<file path="src/rtl/ffm_pkg.sv">
package ffm_pkg;
  // ==========================================================
  // register offsets
  localparam logic [7:0] FFM_CTRL_OFS   = 8'h00;
  localparam logic [7:0] FFM_CFG_OFS    = 8'h04;
  localparam logic [7:0] FFM_MASK_OFS   = 8'h08;
  localparam logic [7:0] FFM_FLAG_OFS   = 8'h0c;
  localparam logic [7:0] FFM_OPEN_OFS   = 8'h10;
  localparam logic [7:0] FFM_SHORT_OFS  = 8'h14;
  localparam logic [7:0] FFM_SLS_OFS    = 8'h18;
  localparam logic [7:0] FFM_CHEN_OFS   = 8'h1c;
  localparam logic [7:0] FFM_DIAG_OFS   = 8'h20;
  localparam logic [7:0] FFM_CHON_OFS   = 8'h24;
  localparam logic [7:0] FFM_IRQS_OFS   = 8'h28;
  localparam logic [7:0] FFM_IRQM_OFS   = 8'h2c;
  localparam logic [7:0] FFM_STAT_OFS   = 8'h30;
  // ==========================================================
  // ctrl bits
  localparam int FFM_CTRL_CLEAR_FAULT_CMD = 0;
  localparam int FFM_CTRL_CLRRST   = 1;
  // cfg bits
  localparam int FFM_CFG_ONE_FAILS_ALL_FAIL_ENABLE      = 0;
  localparam int FFM_CFG_SINGLE_LED_SHORT_ENABLE     = 1;
  // flag / mask bit positions
  localparam int FFM_F_RESET  = 0;
  localparam int FFM_F_ERR    = 1;
  localparam int FFM_F_LOWSUP = 2;
  localparam int FFM_F_SUPUV  = 3;
  localparam int FFM_F_REF    = 4;
  localparam int FFM_F_PRETSD = 5;
  localparam int FFM_F_TSD    = 6;
  localparam int FFM_F_CRC    = 7;
  localparam int FFM_F_OUT    = 8;
  localparam int FFM_F_OPEN   = 9;
  localparam int FFM_F_SHORT  = 10;
  localparam int FFM_F_SLS    = 11;
  localparam int FFM_NFLAG    = 12;
  // ==========================================================
  // reset values
  localparam logic [11:0] FFM_MASK_RST = 12'h000;
  localparam logic [1:0]  FFM_CFG_RST  = 2'h0;
  localparam logic [11:0] FFM_FLAG_RST = 12'h003;
  // ==========================================================
  // timing
  localparam int FFM_CLK_MHZ     = 100;
  localparam int FFM_RETRY_MS    = 10;
  localparam int FFM_RETRY_CYC   = FFM_RETRY_MS * 1000 * 1000 / 10;
  localparam int FFM_QUAL_CYC    = 4;
  // ==========================================================
  typedef enum logic [1:0] {
    FFM_ST_POR  = 2'b00,
    FFM_ST_INIT = 2'b01,
    FFM_ST_RUN  = 2'b10
  } ffm_state_t;
endpackage

</file>
<file path="src/rtl/ffm_fault_manager.sv">
// Our own choices: the register addresses and the APB slave port.
module ffm_fault_manager
  import ffm_pkg::*;
#(
  parameter int NCH       = 24,
  parameter int RETRY_CYC = FFM_RETRY_CYC
) (
  input  wire logic           pclk,
  input  wire logic           presetn,
  input  wire logic           psel,
  input  wire logic           penable,
  input  wire logic           pwrite,
  input  wire logic [7:0]     paddr,
  input  wire logic [31:0]    pwdata,
  output logic      [31:0]    prdata,
  output logic                pready,
  output logic                pslverr,
  input  wire logic           rail_por,
  input  wire logic           rails_good,
  input  wire logic           tsd2,
  input  wire logic           low_supply,
  input  wire logic           supply_uv,
  input  wire logic           ref_fault,
  input  wire logic           pretsd,
  input  wire logic           tsd1,
  input  wire logic [15:0]    computed_config_checksum,
  input  wire logic [15:0]    stored_config_checksum,
  input  wire logic           checksum_valid,
  input  wire logic [NCH-1:0] pwm_long,
  input  wire logic [NCH-1:0] open_cmp,
  input  wire logic [NCH-1:0] short_cmp,
  input  wire logic [NCH-1:0] sls_cmp,
  input  wire logic           err_line_in,
  output logic                err_line_out,
  output logic                err_line_oe,
  output logic [NCH-1:0]      channel_on,
  output logic                irq
);
  // ==========================================================
  // synchronisers
  localparam int SW = 6 + 4 * NCH;
  logic [SW-1:0] raw_in;
  logic [SW-1:0] sy;
  assign raw_in = {err_line_in, tsd1, pretsd, ref_fault, supply_uv, low_supply,
                   pwm_long, open_cmp, short_cmp, sls_cmp};

  ffm_sync #(.W(SW)) u_sync (
    .pclk    (pclk),
    .presetn (presetn),
    .d       (raw_in),
    .q       (sy)
  );

  logic           s_line_low;
  logic           s_tsd1;
  logic           s_pretsd;
  logic           s_ref;
  logic           s_uv;
  logic           s_lowsup;
  logic [NCH-1:0] s_pwm;
  logic [NCH-1:0] s_open;
  logic [NCH-1:0] s_short;
  logic [NCH-1:0] s_sls;
  // line sampled inverted, so a pulled-low line reads as a fault
  assign {s_line_low, s_tsd1, s_pretsd, s_ref, s_uv, s_lowsup,
          s_pwm, s_open, s_short, s_sls} = {~sy[SW-1], sy[SW-2:0]};

  // tsd2 joins the reset event: a second-limit overheat acts like a rail dropout
  logic s_por;
  logic s_good;
  logic s_good_hot;
  ffm_sync #(.W(3)) u_sync_rail (
    .pclk    (pclk),
    .presetn (presetn),
    .d       ({rail_por, tsd2, rails_good}),
    .q       ({s_por, s_good_hot, s_good})
  );

  // one free-running slot timer shared by all channels; a channel that fails
  // just after a tick waits nearly a whole slot before its first recheck
  logic retry_tick;
  ffm_retry_timer #(.CYC(RETRY_CYC)) u_retry (
    .pclk    (pclk),
    .presetn (presetn),
    .tick    (retry_tick)
  );

  // ==========================================================
  // registers
  logic [1:0]          cfg;
  logic [11:0]         mask;
  logic [11:0]         flag;
  logic [NCH-1:0]      open_flag;
  logic [NCH-1:0]      short_flag;
  logic [NCH-1:0]      sls_flag;
  logic [NCH-1:0]      channel_output_enable;
  logic [NCH-1:0]      channel_diag_enable;
  logic [NCH-1:0]      ch_fail;
  logic [1:0]          irq_status;
  logic [1:0]          irq_mask;
  ffm_state_t          state;

  // ==========================================================
  // apb write path, writes land at the access edge
  logic wr;
  logic rd;
  assign wr = psel && penable && pwrite;
  assign rd = psel && penable && !pwrite;

  // ctrl bits are strobes, nothing stored, so they self-clear and read as zero
  logic clear_fault_cmd;
  logic clear_reset_event_cmd;
  assign clear_fault_cmd       = wr && paddr == FFM_CTRL_OFS && pwdata[FFM_CTRL_CLEAR_FAULT_CMD];
  assign clear_reset_event_cmd = wr && paddr == FFM_CTRL_OFS && pwdata[FFM_CTRL_CLRRST];

  logic one_fails_all_fail_enable;
  logic single_led_short_enable;
  assign one_fails_all_fail_enable = cfg[FFM_CFG_ONE_FAILS_ALL_FAIL_ENABLE];
  assign single_led_short_enable   = cfg[FFM_CFG_SINGLE_LED_SHORT_ENABLE];

  function automatic logic is_reg(input logic [7:0] a, input logic [7:0] ofs);
    return a == ofs;
  endfunction

  always_ff @(posedge pclk or negedge presetn) begin
    if (!presetn) begin
      cfg                   <= FFM_CFG_RST;
      mask                  <= FFM_MASK_RST;
      channel_output_enable <= '0;
      channel_diag_enable   <= '0;
      irq_mask              <= '0;
    end else if (wr) begin
      if (is_reg(paddr, FFM_CFG_OFS))  cfg  <= pwdata[1:0];
      if (is_reg(paddr, FFM_MASK_OFS)) mask <= pwdata[11:0];
      if (is_reg(paddr, FFM_CHEN_OFS)) channel_output_enable <= pwdata[NCH-1:0];
      if (is_reg(paddr, FFM_DIAG_OFS)) channel_diag_enable   <= pwdata[NCH-1:0];
      if (is_reg(paddr, FFM_IRQM_OFS)) irq_mask <= pwdata[1:0];
    end
  end

  // ==========================================================
  // state
  logic por_event;
  assign por_event = s_por || s_good_hot;

  // init lasts one cycle; no start-up delay is kept in this block
  // reset state flow
  always_ff @(posedge pclk or negedge presetn) begin
    if (!presetn) begin
      state <= FFM_ST_POR;
    end else begin
      case (state)
        FFM_ST_POR:  if (!por_event && s_good) state <= FFM_ST_INIT;
        FFM_ST_INIT: if (por_event) state <= FFM_ST_POR;
                     else state <= FFM_ST_RUN;
        FFM_ST_RUN:  if (por_event) state <= FFM_ST_POR;
        default:     state <= FFM_ST_POR;
      endcase
    end
  end

  // ==========================================================
  // channel detection
  logic [NCH-1:0] qual;
  logic [NCH-1:0] det_open;
  logic [NCH-1:0] det_short;
  logic [NCH-1:0] det_sls;
  logic           crc_bad;
  assign qual      = s_pwm & channel_output_enable & channel_diag_enable;
  assign det_open  = qual & s_open & ~ch_fail;
  assign det_short = qual & s_short & ~ch_fail;
  assign det_sls   = qual & s_sls & ~ch_fail & {NCH{single_led_short_enable}};
  assign crc_bad   = checksum_valid && computed_config_checksum != stored_config_checksum;

  // a failed channel stays out of detection until released, so no re-raise
  // off and retry every slot
  always_ff @(posedge pclk or negedge presetn) begin
    if (!presetn) begin
      ch_fail <= '0;
    end else if (state != FFM_ST_RUN) begin
      ch_fail <= '0;
    end else begin
      for (int i = 0; i < NCH; i++) begin
        if (det_open[i] || det_short[i] || det_sls[i])
          ch_fail[i] <= 1'b1;
        else if (retry_tick && ch_fail[i] && !s_open[i] && !s_short[i] && !s_sls[i])
          ch_fail[i] <= 1'b0;
      end
    end
  end

  // ==========================================================
  // flags
  logic [11:0] ev;
  always_comb begin
    ev = '0;
    ev[FFM_F_LOWSUP] = s_lowsup;
    ev[FFM_F_SUPUV]  = s_uv;
    ev[FFM_F_REF]    = s_ref;
    ev[FFM_F_PRETSD] = s_pretsd;
    ev[FFM_F_TSD]    = s_tsd1;
    ev[FFM_F_CRC]    = crc_bad;
    ev[FFM_F_OPEN]   = |det_open;
    ev[FFM_F_SHORT]  = |det_short;
    ev[FFM_F_SLS]    = |det_sls;
  end

  logic out_ev;
  logic err_ev;
  assign out_ev = |(ev[FFM_F_SLS:FFM_F_OPEN] & ~mask[FFM_F_SLS:FFM_F_OPEN]);
  assign err_ev = out_ev || |(ev[FFM_F_CRC:FFM_F_LOWSUP] & ~mask[FFM_F_CRC:FFM_F_LOWSUP]);

  // set wins over clear, so an event in the clearing cycle is kept
  // latch, clear with set priority
  always_ff @(posedge pclk or negedge presetn) begin
    if (!presetn) begin
      flag       <= FFM_FLAG_RST;
      open_flag  <= '0;
      short_flag <= '0;
      sls_flag   <= '0;
    end else begin
      for (int b = FFM_F_LOWSUP; b < FFM_NFLAG; b++) begin
        if (b == FFM_F_OUT) flag[b] <= out_ev || (flag[b] && !clear_fault_cmd);
        else flag[b] <= ev[b] || (flag[b] && !clear_fault_cmd);
      end
      flag[FFM_F_RESET] <= por_event || (flag[FFM_F_RESET] && !clear_reset_event_cmd);
      flag[FFM_F_ERR]   <= por_event || err_ev || (flag[FFM_F_ERR] && !clear_fault_cmd);
      open_flag  <= det_open  | (open_flag  & {NCH{!clear_fault_cmd}});
      short_flag <= det_short | (short_flag & {NCH{!clear_fault_cmd}});
      sls_flag   <= det_sls   | (sls_flag   & {NCH{!clear_fault_cmd}});
    end
  end

  // ==========================================================
  // outputs and fault line
  logic all_off;
  logic line_drive;
  logic any_fail;
  // checksum uses its latched flag: a mismatch keeps outputs off until cleared
  // global shutdown, live conditions
  assign all_off  = state != FFM_ST_RUN || s_uv || s_ref || s_tsd1 || flag[FFM_F_CRC];
  assign any_fail = |(ch_fail & (channel_diag_enable)) || s_line_low;
  // peer pulls are only read back through the input, never fed into the drive
  // warnings excluded; single-LED short has no line mask
  assign line_drive = state == FFM_ST_POR || por_event ||
                      (s_uv && !mask[FFM_F_SUPUV]) || (s_ref && !mask[FFM_F_REF]) ||
                      (s_tsd1 && !mask[FFM_F_TSD]) ||
                      (flag[FFM_F_CRC] && !mask[FFM_F_CRC]) ||
                      (|(ch_fail & open_flag) && !mask[FFM_F_OPEN]) ||
                      (|(ch_fail & short_flag) && !mask[FFM_F_SHORT]) ||
                      |(ch_fail & sls_flag);

  always_ff @(posedge pclk or negedge presetn) begin
    if (!presetn) begin
      channel_on   <= '0;
      err_line_out <= 1'b0;
      err_line_oe  <= 1'b1;
    end else begin
      err_line_out <= 1'b0;
      err_line_oe  <= line_drive;
      if (all_off)
        channel_on <= '0;
      else if (one_fails_all_fail_enable && any_fail)
        channel_on <= '0;
      else
        channel_on <= channel_output_enable & ~ch_fail;
    end
  end

  // ==========================================================
  // interrupts: bit0 error, bit1 reset event
  // status set on events; set wins over a same-cycle clear
  always_ff @(posedge pclk or negedge presetn) begin
    if (!presetn) begin
      irq_status <= '0;
      irq        <= 1'b0;
    end else begin
      irq_status[0] <= err_ev ||
                       (irq_status[0] && !(wr && is_reg(paddr, FFM_IRQS_OFS) && pwdata[0]));
      irq_status[1] <= por_event ||
                       (irq_status[1] && !(wr && is_reg(paddr, FFM_IRQS_OFS) && pwdata[1]));
      irq <= |(irq_status & irq_mask);
    end
  end

  // ==========================================================
  // apb read path, zero wait states
  // unmapped reads and writes above the map answer with pslverr
  always_ff @(posedge pclk or negedge presetn) begin
    if (!presetn) begin
      prdata  <= '0;
      pready  <= 1'b0;
      pslverr <= 1'b0;
    end else begin
      pready  <= psel && !penable;
      pslverr <= 1'b0;
      prdata  <= '0;
      if (psel && !penable && !pwrite) begin
        case (paddr)
          FFM_CFG_OFS:   prdata <= {30'h0, cfg};
          FFM_MASK_OFS:  prdata <= {20'h0, mask};
          FFM_FLAG_OFS:  prdata <= {20'h0, flag};
          FFM_OPEN_OFS:  prdata <= 32'(open_flag);
          FFM_SHORT_OFS: prdata <= 32'(short_flag);
          FFM_SLS_OFS:   prdata <= 32'(sls_flag);
          FFM_CHEN_OFS:  prdata <= 32'(channel_output_enable);
          FFM_DIAG_OFS:  prdata <= 32'(channel_diag_enable);
          FFM_CHON_OFS:  prdata <= 32'(channel_on);
          FFM_IRQS_OFS:  prdata <= {30'h0, irq_status};
          FFM_IRQM_OFS:  prdata <= {30'h0, irq_mask};
          FFM_STAT_OFS:  prdata <= {30'h0, state};
          FFM_CTRL_OFS:  prdata <= '0;
          default:       pslverr <= psel && !penable;
        endcase
      end else if (psel && !penable && pwrite && paddr > FFM_STAT_OFS) begin
        pslverr <= 1'b1;
      end
    end
  end
  logic unused_rd;
  assign unused_rd = rd;
endmodule // ffm_fault_manager

</file>
<file path="src/rtl/ffm_retry_timer.sv">
module ffm_retry_timer #(
  parameter int CYC = 1000000
) (
  input  wire logic pclk,
  input  wire logic presetn,
  output logic      tick
);
  localparam int CW = $clog2(CYC + 1);
  logic [CW-1:0] cnt;
  // one-cycle enable for retry slots
  always_ff @(posedge pclk or negedge presetn) begin
    if (!presetn) begin
      cnt  <= '0;
      tick <= 1'b0;
    end else if (cnt == CW'(CYC - 1)) begin
      cnt  <= '0;
      tick <= 1'b1;
    end else begin
      cnt  <= cnt + 1'b1;
      tick <= 1'b0;
    end
  end
endmodule // ffm_retry_timer

</file>
<file path="src/rtl/ffm_sync.sv">
module ffm_sync #(
  parameter int W = 1
) (
  input  wire logic         pclk,
  input  wire logic         presetn,
  input  wire logic [W-1:0] d,
  output logic      [W-1:0] q
);
  logic [W-1:0] meta;
  // first stage read only by second
  always_ff @(posedge pclk or negedge presetn) begin
    if (!presetn) begin
      meta <= '0;
      q    <= '0;
    end else begin
      meta <= d;
      q    <= meta;
    end
  end
endmodule // ffm_sync
</file>
<file path="config.mk">
export PLATFORM = sky130hd
export DESIGN_NAME = ffm_fault_manager
export DESIGN_NICKNAME = d
export VERILOG_FILES = /design/src/rtl/ffm_pkg.sv /design/src/rtl/ffm_fault_manager.sv /design/src/rtl/ffm_retry_timer.sv /design/src/rtl/ffm_sync.sv
export SDC_FILE = /design/constraint.sdc
export NUM_CORES = 1
export LEC_CHECK = 0
export BUFFER_PORTS_ARGS = -buffer_cell sky130_fd_sc_hd__buf_2
export CORE_MARGIN = 2
export CORE_UTILIZATION = 38
export DETAILED_ROUTE_END_ITERATION = 12
export GPL_ROUTABILITY_DRIVEN = 0
export PLACE_DENSITY_LB_ADDON = 0.15
export SETUP_SLACK_MARGIN = 0.05
export SYNTH_ARGS = -nofsm -noshare
export SYNTH_HDL_FRONTEND = slang
export SYNTH_SLANG_ARGS = --single-unit
</file>
<file path="constraint.sdc">
create_clock -name pclk -period 2.3 [get_ports pclk]
set_input_delay 0.575 -clock pclk [delete_from_list [all_inputs] [get_ports pclk]]
set_output_delay 0.575 -clock pclk [all_outputs]
set_load 0.01 [all_outputs]
</file>
==> metrics.md, run 1 <==
| Metric | Value |
|---|---|
| Outcome | `complete, no violations` |
| Comb power frac | `3.3%` |
| Seq/Total Area, Yosys | `between 60% and 70%` |
| Async set or reset register ratio after synthesis | `between 90% and 100%` |
| TNS Setup | `0 ns` |
| First-pass GRT wire length | `84,400 um` |
| Final setup vio count | `0` |
| Slew Limit Fails | `0` |
| Clock Latency Late Sink | `around 0.60 ns` |
| Final Skew | `0.02228 ns` |
| Fin crit period | `around 2.2 ns` |
| Port Buf Inserts | `~230` |
| Die area | `46,850 um2` |
| Synth top area cells | `dfrtp_1 67%, a22oi_1 5.2%, mux2_2 4.2%, nand2_1 4.2%, a22o_1 1.6%` |
| Worst R2R End | `flag[8]` |
| Post-synth EDFFs | `0` |
| Area delta synth->final | `27.77%` |
| Peak Freq | `approximately 450 MHz` |
| DR DRC count | `0` |
| Clock transition at path regs | `approximately 0.060 ns` |
| Synth Area per Inst | `around 13 um2` |
| Slew headroom | `between 50% and 60%` |
| Filler cells | `3,909` |
| Share of layout cells above drive strength 1 | `~33%` |
| CP required | `2.78 ns` |
| Final WL | `around 56,000 um` |
| Worst flop-to-flop path startpoint | `channel_diag_enable[2]` |
| H-tree Lvls | `2` |
| Finished Layout Cells | `2,315` |
| Initial Util | `a little under 40%` |
| Synth Flop Type | `dfrtp_1` |
| Clk sinks | `between 400 and 500` |
| Vias | `between 10,000 and 15,000` |
| Syn Inst Count | `between 1,000 and 1,500` |
| Dpl cells | `~2,200` |
| TritonCTS buffer count | `between 40 and 50` |
| Critical path class | `reg -> reg` |
| GRT Overall Usage | `between 20% and 30%` |
| Row Count | `77` |
| Vias in the first global route | `around 13,000` |
| TritonRoute pass-1 iters | `7` |
| Final cycle utilization of the critical path | `between 90 and 100%` |
| Hold WC Path Type | `in -> reg` |
| Reg area | `11,490 um2` |
| Vias per cell | `~5.6` |
| Clock power frac | `a little under half` |
| Sw Share | `21.74%` |
| Unique cell type count in the Yosys netlist | `58` |
| Drt wl/cell | `approximately 24 um` |
| CP Launch Type | `register` |
| Final antenna-violating net count | `0` |
| Pint | `~13,000 uW` |
| Hold-critical path depth | `1` |
| Die W | `~220 um` |
| Commonest cells in the netlist | `456 x dfrtp_1, 192 x nand2_1, 118 x a22oi_1` |
| CTS Root Cell | `clkbuf_16` |
| PwrDens | `a little under 800 nW/um2` |
| Detailed Place HPWL | `just over 40,000 um` |
| M1 wire length | `between 20,000 and 25,000 um` |
| Max-cap violations | `0` |
| Area of the multi-input gates | `5411 um2` |
| Largest net degree at the start of global routing | `68` |
| Flop pwr share | `around 50%` |
| Leakage power | `~0.010 uW` |
| FF-to-FF path depth | `7` |
| Hold Vio Cnt, Final | `0` |
| TritonCTS clock tree | `done` |
| Die Y | `around 220 um` |
| Routed wl met3 | `about 4500 um` |
| R2r setup slk | `between 0.08 and 0.09 ns` |
| Min-delay src | `open_cmp[2]` |
| Maximum VDD drop | `0.5782 mV` |
| Count leader, synth | `dfrtp_1` |
| Final #Nets | `roughly 1,900` |
| P_sw | `approximately 3700 uW` |
| Arrival time at the worst endpoint | `2.70 ns` |
| Top Metal Used | `met4` |
| WHS Endpoint | `u_sync.meta[50]` |
| Least-Margin Pin Slew | `about 0.65 ns` |
| Critical path endpoint category | `register` |
| Post-synth top area cell | `dfrtp_1` |
| Initial drt markers | `~1,300` |
| Core ar. | `roughly 44,000 um2` |
| CTS max path bufs | `3` |
| Initial antenna violation count | `1` |
| IO Count | `244` |
| FF+latch count, synth | `roughly 460` |
| Grt ovf | `0` |
| Top-area cell type share of the netlist area | `between 60% and 70%` |
| Unrepaired setup endpoints after global routing | `true` |
| Synthesized cell area | `~17,000 um2` |
| Detail Route met2 WL | `roughly 25,000 um` |
| Warnings, synthesis | `0` |
| Crit Path Max Fanout | `5` |
worst max-delay path, stage by stage, from the launching register on:
cell and delay (ns):
dfrtp_2 0.45, and4b_2 0.31, a22oi_1 0.22, nand4_1 0.28, nor4_2 0.34, buf_4 0.17, o22a_1 0.23, nand3b_1 0.10
layout make-up:
cell class                      instances  area share, %
Antenna cell                            1        0.01142
Clock buffer                           68          6.280
Clock inverter                         15          1.187
Inverter                               14         0.2398
Multi-Input combinational cell        785          24.69
Sequential cell                       459          52.43
Tap cell                              592          3.380
Timing Repair Buffer                  381          11.78
power by group through the flow:
stage                     registers (uW)  clock network, uW  logic [uW]
final                               8460               8060         563
after global routing                8470               8590         633
after CTS                           8450               8230         578
after detailed placement            8600                  0         573
after global placement              8590                  0         566
after floorplan                     8520                  0         116
worst max path at each step:
stage / start / to / slack (ns) / depth (start not counted)
global route: cfg[1] / flag[8] / -0.02 / 7
CTS: ch_fail[7] / channel_on[17] / 0.04 / 8
global placement: paddr[1] / sls_flag[21] / -0.16 / 7
detailed placement: paddr[1] / short_flag[23] / -0.18 / 7
finish: channel_diag_enable[2] / flag[8] / 0.08 / 7
floorplan: paddr[4] / open_flag[1] / 0.04 / 7
metal layers:
| metal | GRT usage, % | vias to the layer above |
|---|---|---|
| li1 | - | 5578 |
| met1 | 34.69 | 6563 |
| met2 | 36.15 | 632 |
| met3 | 5.039 | 126 |
| met4 | 9.201 | 0 |
| met5 | 0 | - |
what timing repair did:
| action | in CTS | in global routing |
|---|---|---|
| endpoints found under the hold margin | 33 | 0 |
| gates resized for setup | 13 | 12 |
| pin swaps | 6 | 8 |
| cloned | 0 | 0 |
| setup buffers | 0 | 0 |
| setup endpoints to repair | 8 | 27 |
| hold buffers | 1 | 0 |
cell usage in the layout, fill, tap and decap left out, types with 15 or more instances in the layout:
master,count
dfrtp_1,455
buf_2,225
nand2_1,191
buf_4,131
a22oi_1,118
mux2_2,64
clkbuf_16,48
nor2_1,36
nand3_1,31
a22o_1,30
a31oi_1,29
nand4_1,26
xor2_1,23
buf_12,21
and4b_1,20
o41ai_1,18
nor3b_1,17
a21o_1,15
through the flow:
step	utilization, %	power [uW]	worst slack, ns	hold WS (ns)	instance area [um2]
6_report	49.35	17080	0.08422	0.07875	21920
3_5_place_dp	45.39	9169	-0.1814	0.3347	20160
5_1_grt	49.35	17690	-0.01775	0.05136	21920
3_3_place_gp	45.39	9158	-0.1610	0.3349	20160
4_1_cts	49.22	17260	0.04391	0.04965	21860
2_1_floorplan	-	8638	0.04320	0.2794	17210
kinds of logic after synthesis:
| kind of cell | count (synthesis) | synth area share (%) |
|---|---|---|
| adders and majority gates | 1 | 0.07293 |
| xor gates and xnor gates | 34 | 1.736 |
| DFF | 459 | 66.99 |
| muxes | 65 | 4.260 |
| buffers and inverters | 87 | 2.298 |
| other | 1 | 0.02186 |
| AOI/OAI and AO/OA | 273 | 12.50 |
| and+or+nand+nor | 403 | 12.12 |
flip-flops by register name (all words and copies together), names as in the netlist, 12 cells and up:
signal and flops:
u_retry.cnt 20, open_flag 24, mask 12, sls_flag 24, channel_on 24, u_sync.q 102, ch_fail 24, flag 12
channel_diag_enable 24, channel_output_enable 24, short_flag 24, prdata 24, u_sync.meta 102
(Power assumes the default switching activity.)
==> inputs of run 2 (changes only) <==
- BUFFER_PORTS_ARGS: -buffer_cell sky130_fd_sc_hd__buf_2 -> -buffer_cell sky130_fd_sc_hd__buf_4
==> run 2 against run 1 <==
Compared with the run above:
- combinational power grew 17%
- clock-buffer cell count unchanged
- sequential power about the same
- power increased by 0.28%
- register-to-register slack worse by 0.06 ns
- utilization rose by 2.1 points
- worst hold slack improved by 0.0083 ns
- critical endpoint is now irq_status[0]
- setup slack got worse by 0.057 ns
- maximum frequency is 2.5% lower
==> metrics.md, run 2 (synthesis results as in run 1) <==
| Metric | Value |
|---|---|
| Final WL | `57,420 um` |
| CP Launch Type | `register` |
| Met2 Use GR | `between 30% and 40%` |
| Maximum VDD drop | `0.4537 mV` |
| Ant. Diodes | `0` |
| Hold WC Path Type | `in -> reg` |
| Hold Vio Cnt, Final | `0` |
| Routing usage on met3 | `4.140%` |
| PwrDens | `750.2 nW/um2` |
| Row Count | `77` |
| Finished Layout Cells | `between 2,000 and 2,500` |
| Global route hottest layer | `met2` |
| Vias | `between 10,000 and 15,000` |
| Crit Path Max Fanout | `4` |
| Final setup vio count | `0` |
| Leakage power | `~0.011 uW` |
| Unrepaired setup endpoints after global routing | `true` |
| CTS max path bufs | `3` |
| Met1 usage | `~36%` |
| Core ar. | `~44,000 um2` |
| Die area | `around 47,000 um2` |
| Most frequent cells in the layout | `450 x dfrtp_1, 364 x buf_4, 191 x nand2_1, 118 x a22oi_1, 64 x mux2_2` |
| Final #Nets | `1,890` |
| Max-cap violations | `0` |
| Die Y | `about 220 um` |
| Grt ovf | `0` |
| Commonest non-fill, non-tap cell in the layout | `dfrtp_1` |
| IO Count | `244` |
| Arrival time at the worst endpoint | `2.74 ns` |
| GRT Overall Usage | `around 25%` |
| DR DRC count | `0` |
| Vias in the first global route | `between 10,000 and 15,000` |
| Final cycle utilization of the critical path | `between 90% and 100%` |
| TritonCTS clock tree | `done` |
| Peak Freq | `about 440 MHz` |
| CTS Root Cell | `clkbuf_16` |
| Final Skew | `~0.017 ns` |
| Clock Latency Late Sink | `0.59 ns` |
| Critical path class | `reg -> reg` |
| Final antenna-violating net count | `0` |
| Detailed Place HPWL | `between 40,000 and 50,000 um` |
| Share of layout cells above drive strength 1 | `between 30% and 40%` |
| Top Registers | `u_sync.meta x102, u_sync.q x102` |
| H-tree Lvls | `2` |
| Dpl cells | `2,238` |
| Filler cells | `approximately 3,900` |
| Critical path endpoint category | `register` |
| Port Buf Inserts | `between 200 and 250` |
| Initial antenna violation count | `0` |
| Area of the multi-input gates | `5555 um2` |
| Least-Margin Pin Slew | `between 0.6 and 0.7 ns` |
| Area delta synth->final | `33.11%` |
| Clock transition at path regs | `~0.06 ns` |
| Slew Limit Fails | `0` |
| Clk sinks | `459` |
| Initial Util | `between 30% and 40%` |
| Largest net degree at the start of global routing | `85` |
| Vias per cell | `around 5.6` |
| Reg area | `11,500 um2` |
| Fin crit period | `roughly 2.3 ns` |
| Drt wl/cell | `about 25 um` |
| CP required | `about 2.8 ns` |
| Die W | `between 200 and 250 um` |
| TritonRoute pass-1 iters | `7` |
| TritonCTS buffer count | `48` |
| Slew headroom | `between 50 and 60%` |
| First-pass GRT wire length | `~86,000 um` |
| Outcome | `complete, no violations` |
| Worst hold margin | `roughly 0.087 ns` |
| Initial drt markers | `around 1,300` |
==> run 2: what timing repair did <==
item	in CTS	in global routing
pin swaps	29	15
hold endpoints to repair	31	0
gates resized for setup	54	13
setup endpoints to repair	27	26
cloned	1	0
setup buffers	8	2
hold buffers	1	0
==> run 2: layout make-up <==
| type | count | area share (%) |
|---|---|---|
| Clock buffer | 68 | 6.028 |
| Clock inverter | 21 | 1.129 |
| Inverter | 14 | 0.2302 |
| Multi-Input combinational cell | 785 | 24.33 |
| Sequential cell | 459 | 50.36 |
| Tap cell | 592 | 3.244 |
| Timing Repair Buffer | 398 | 14.68 |
==> run 2: worst paths after layout <==
check	from	endpoint	slack, ns	depth (start not counted)
setup / recovery	channel_diag_enable[7]	irq_status[0]	0.03	7
hold / removal	sls_cmp[23]	u_sync.meta[23]	0.09	1
setup reg to reg	channel_diag_enable[7]	irq_status[0]	0.03	7
hold reg to reg	u_sync.meta[89]	u_sync.q[89]	0.34	0
max in group asynchronous	presetn	err_line_oe	1.00	3
min in group asynchronous	presetn	u_sync.meta[26]	0.48	2
==> run 2: stage by stage <==
step                      utilization, %  total power [uW]  setup WS [ns]  instance area [um2]  TNS (ns)
final                              51.41             17130        0.02674                22830         0
after global routing               51.41             17720       -0.01191                22830  -0.01191
after CTS                          51.26             17330        0.03119                22770         0
after detailed placement           46.85              9262        -0.1929                20810    -12.83
after global placement             46.85              9252        -0.1723                20810    -11.29
after floorplan                        -              8638        0.04320                17210         0
==> run 2: per-layer routing <==
layer	part of all wire [%]	up-vias	routed length [um]
met3	7.2	122	4145
met2	45	616	26060
met1	44	6613	25050
li1	-	5621	-
met5	0	-	0
met4	3.8	0	2163
==> run 2: where the power goes <==
| group | leakage [uW] | switching, uW | internal [uW] |
|---|---|---|---|
| registers | 0.00555 | 160 | 8300 |
| logic | 0.00425 | 337 | 320 |
| clock network | 0.000805 | 3270 | 4750 |
==> run 2: critical path, stage by stage, from the launching register on <==
cell and delay [ns]:
dfrtp_1 0.43, and4b_2 0.26, a32oi_2 0.25, nand4_1 0.20
buf_4 0.20, or4_4 0.51, nor2b_4 0.15, nand3b_1 0.15
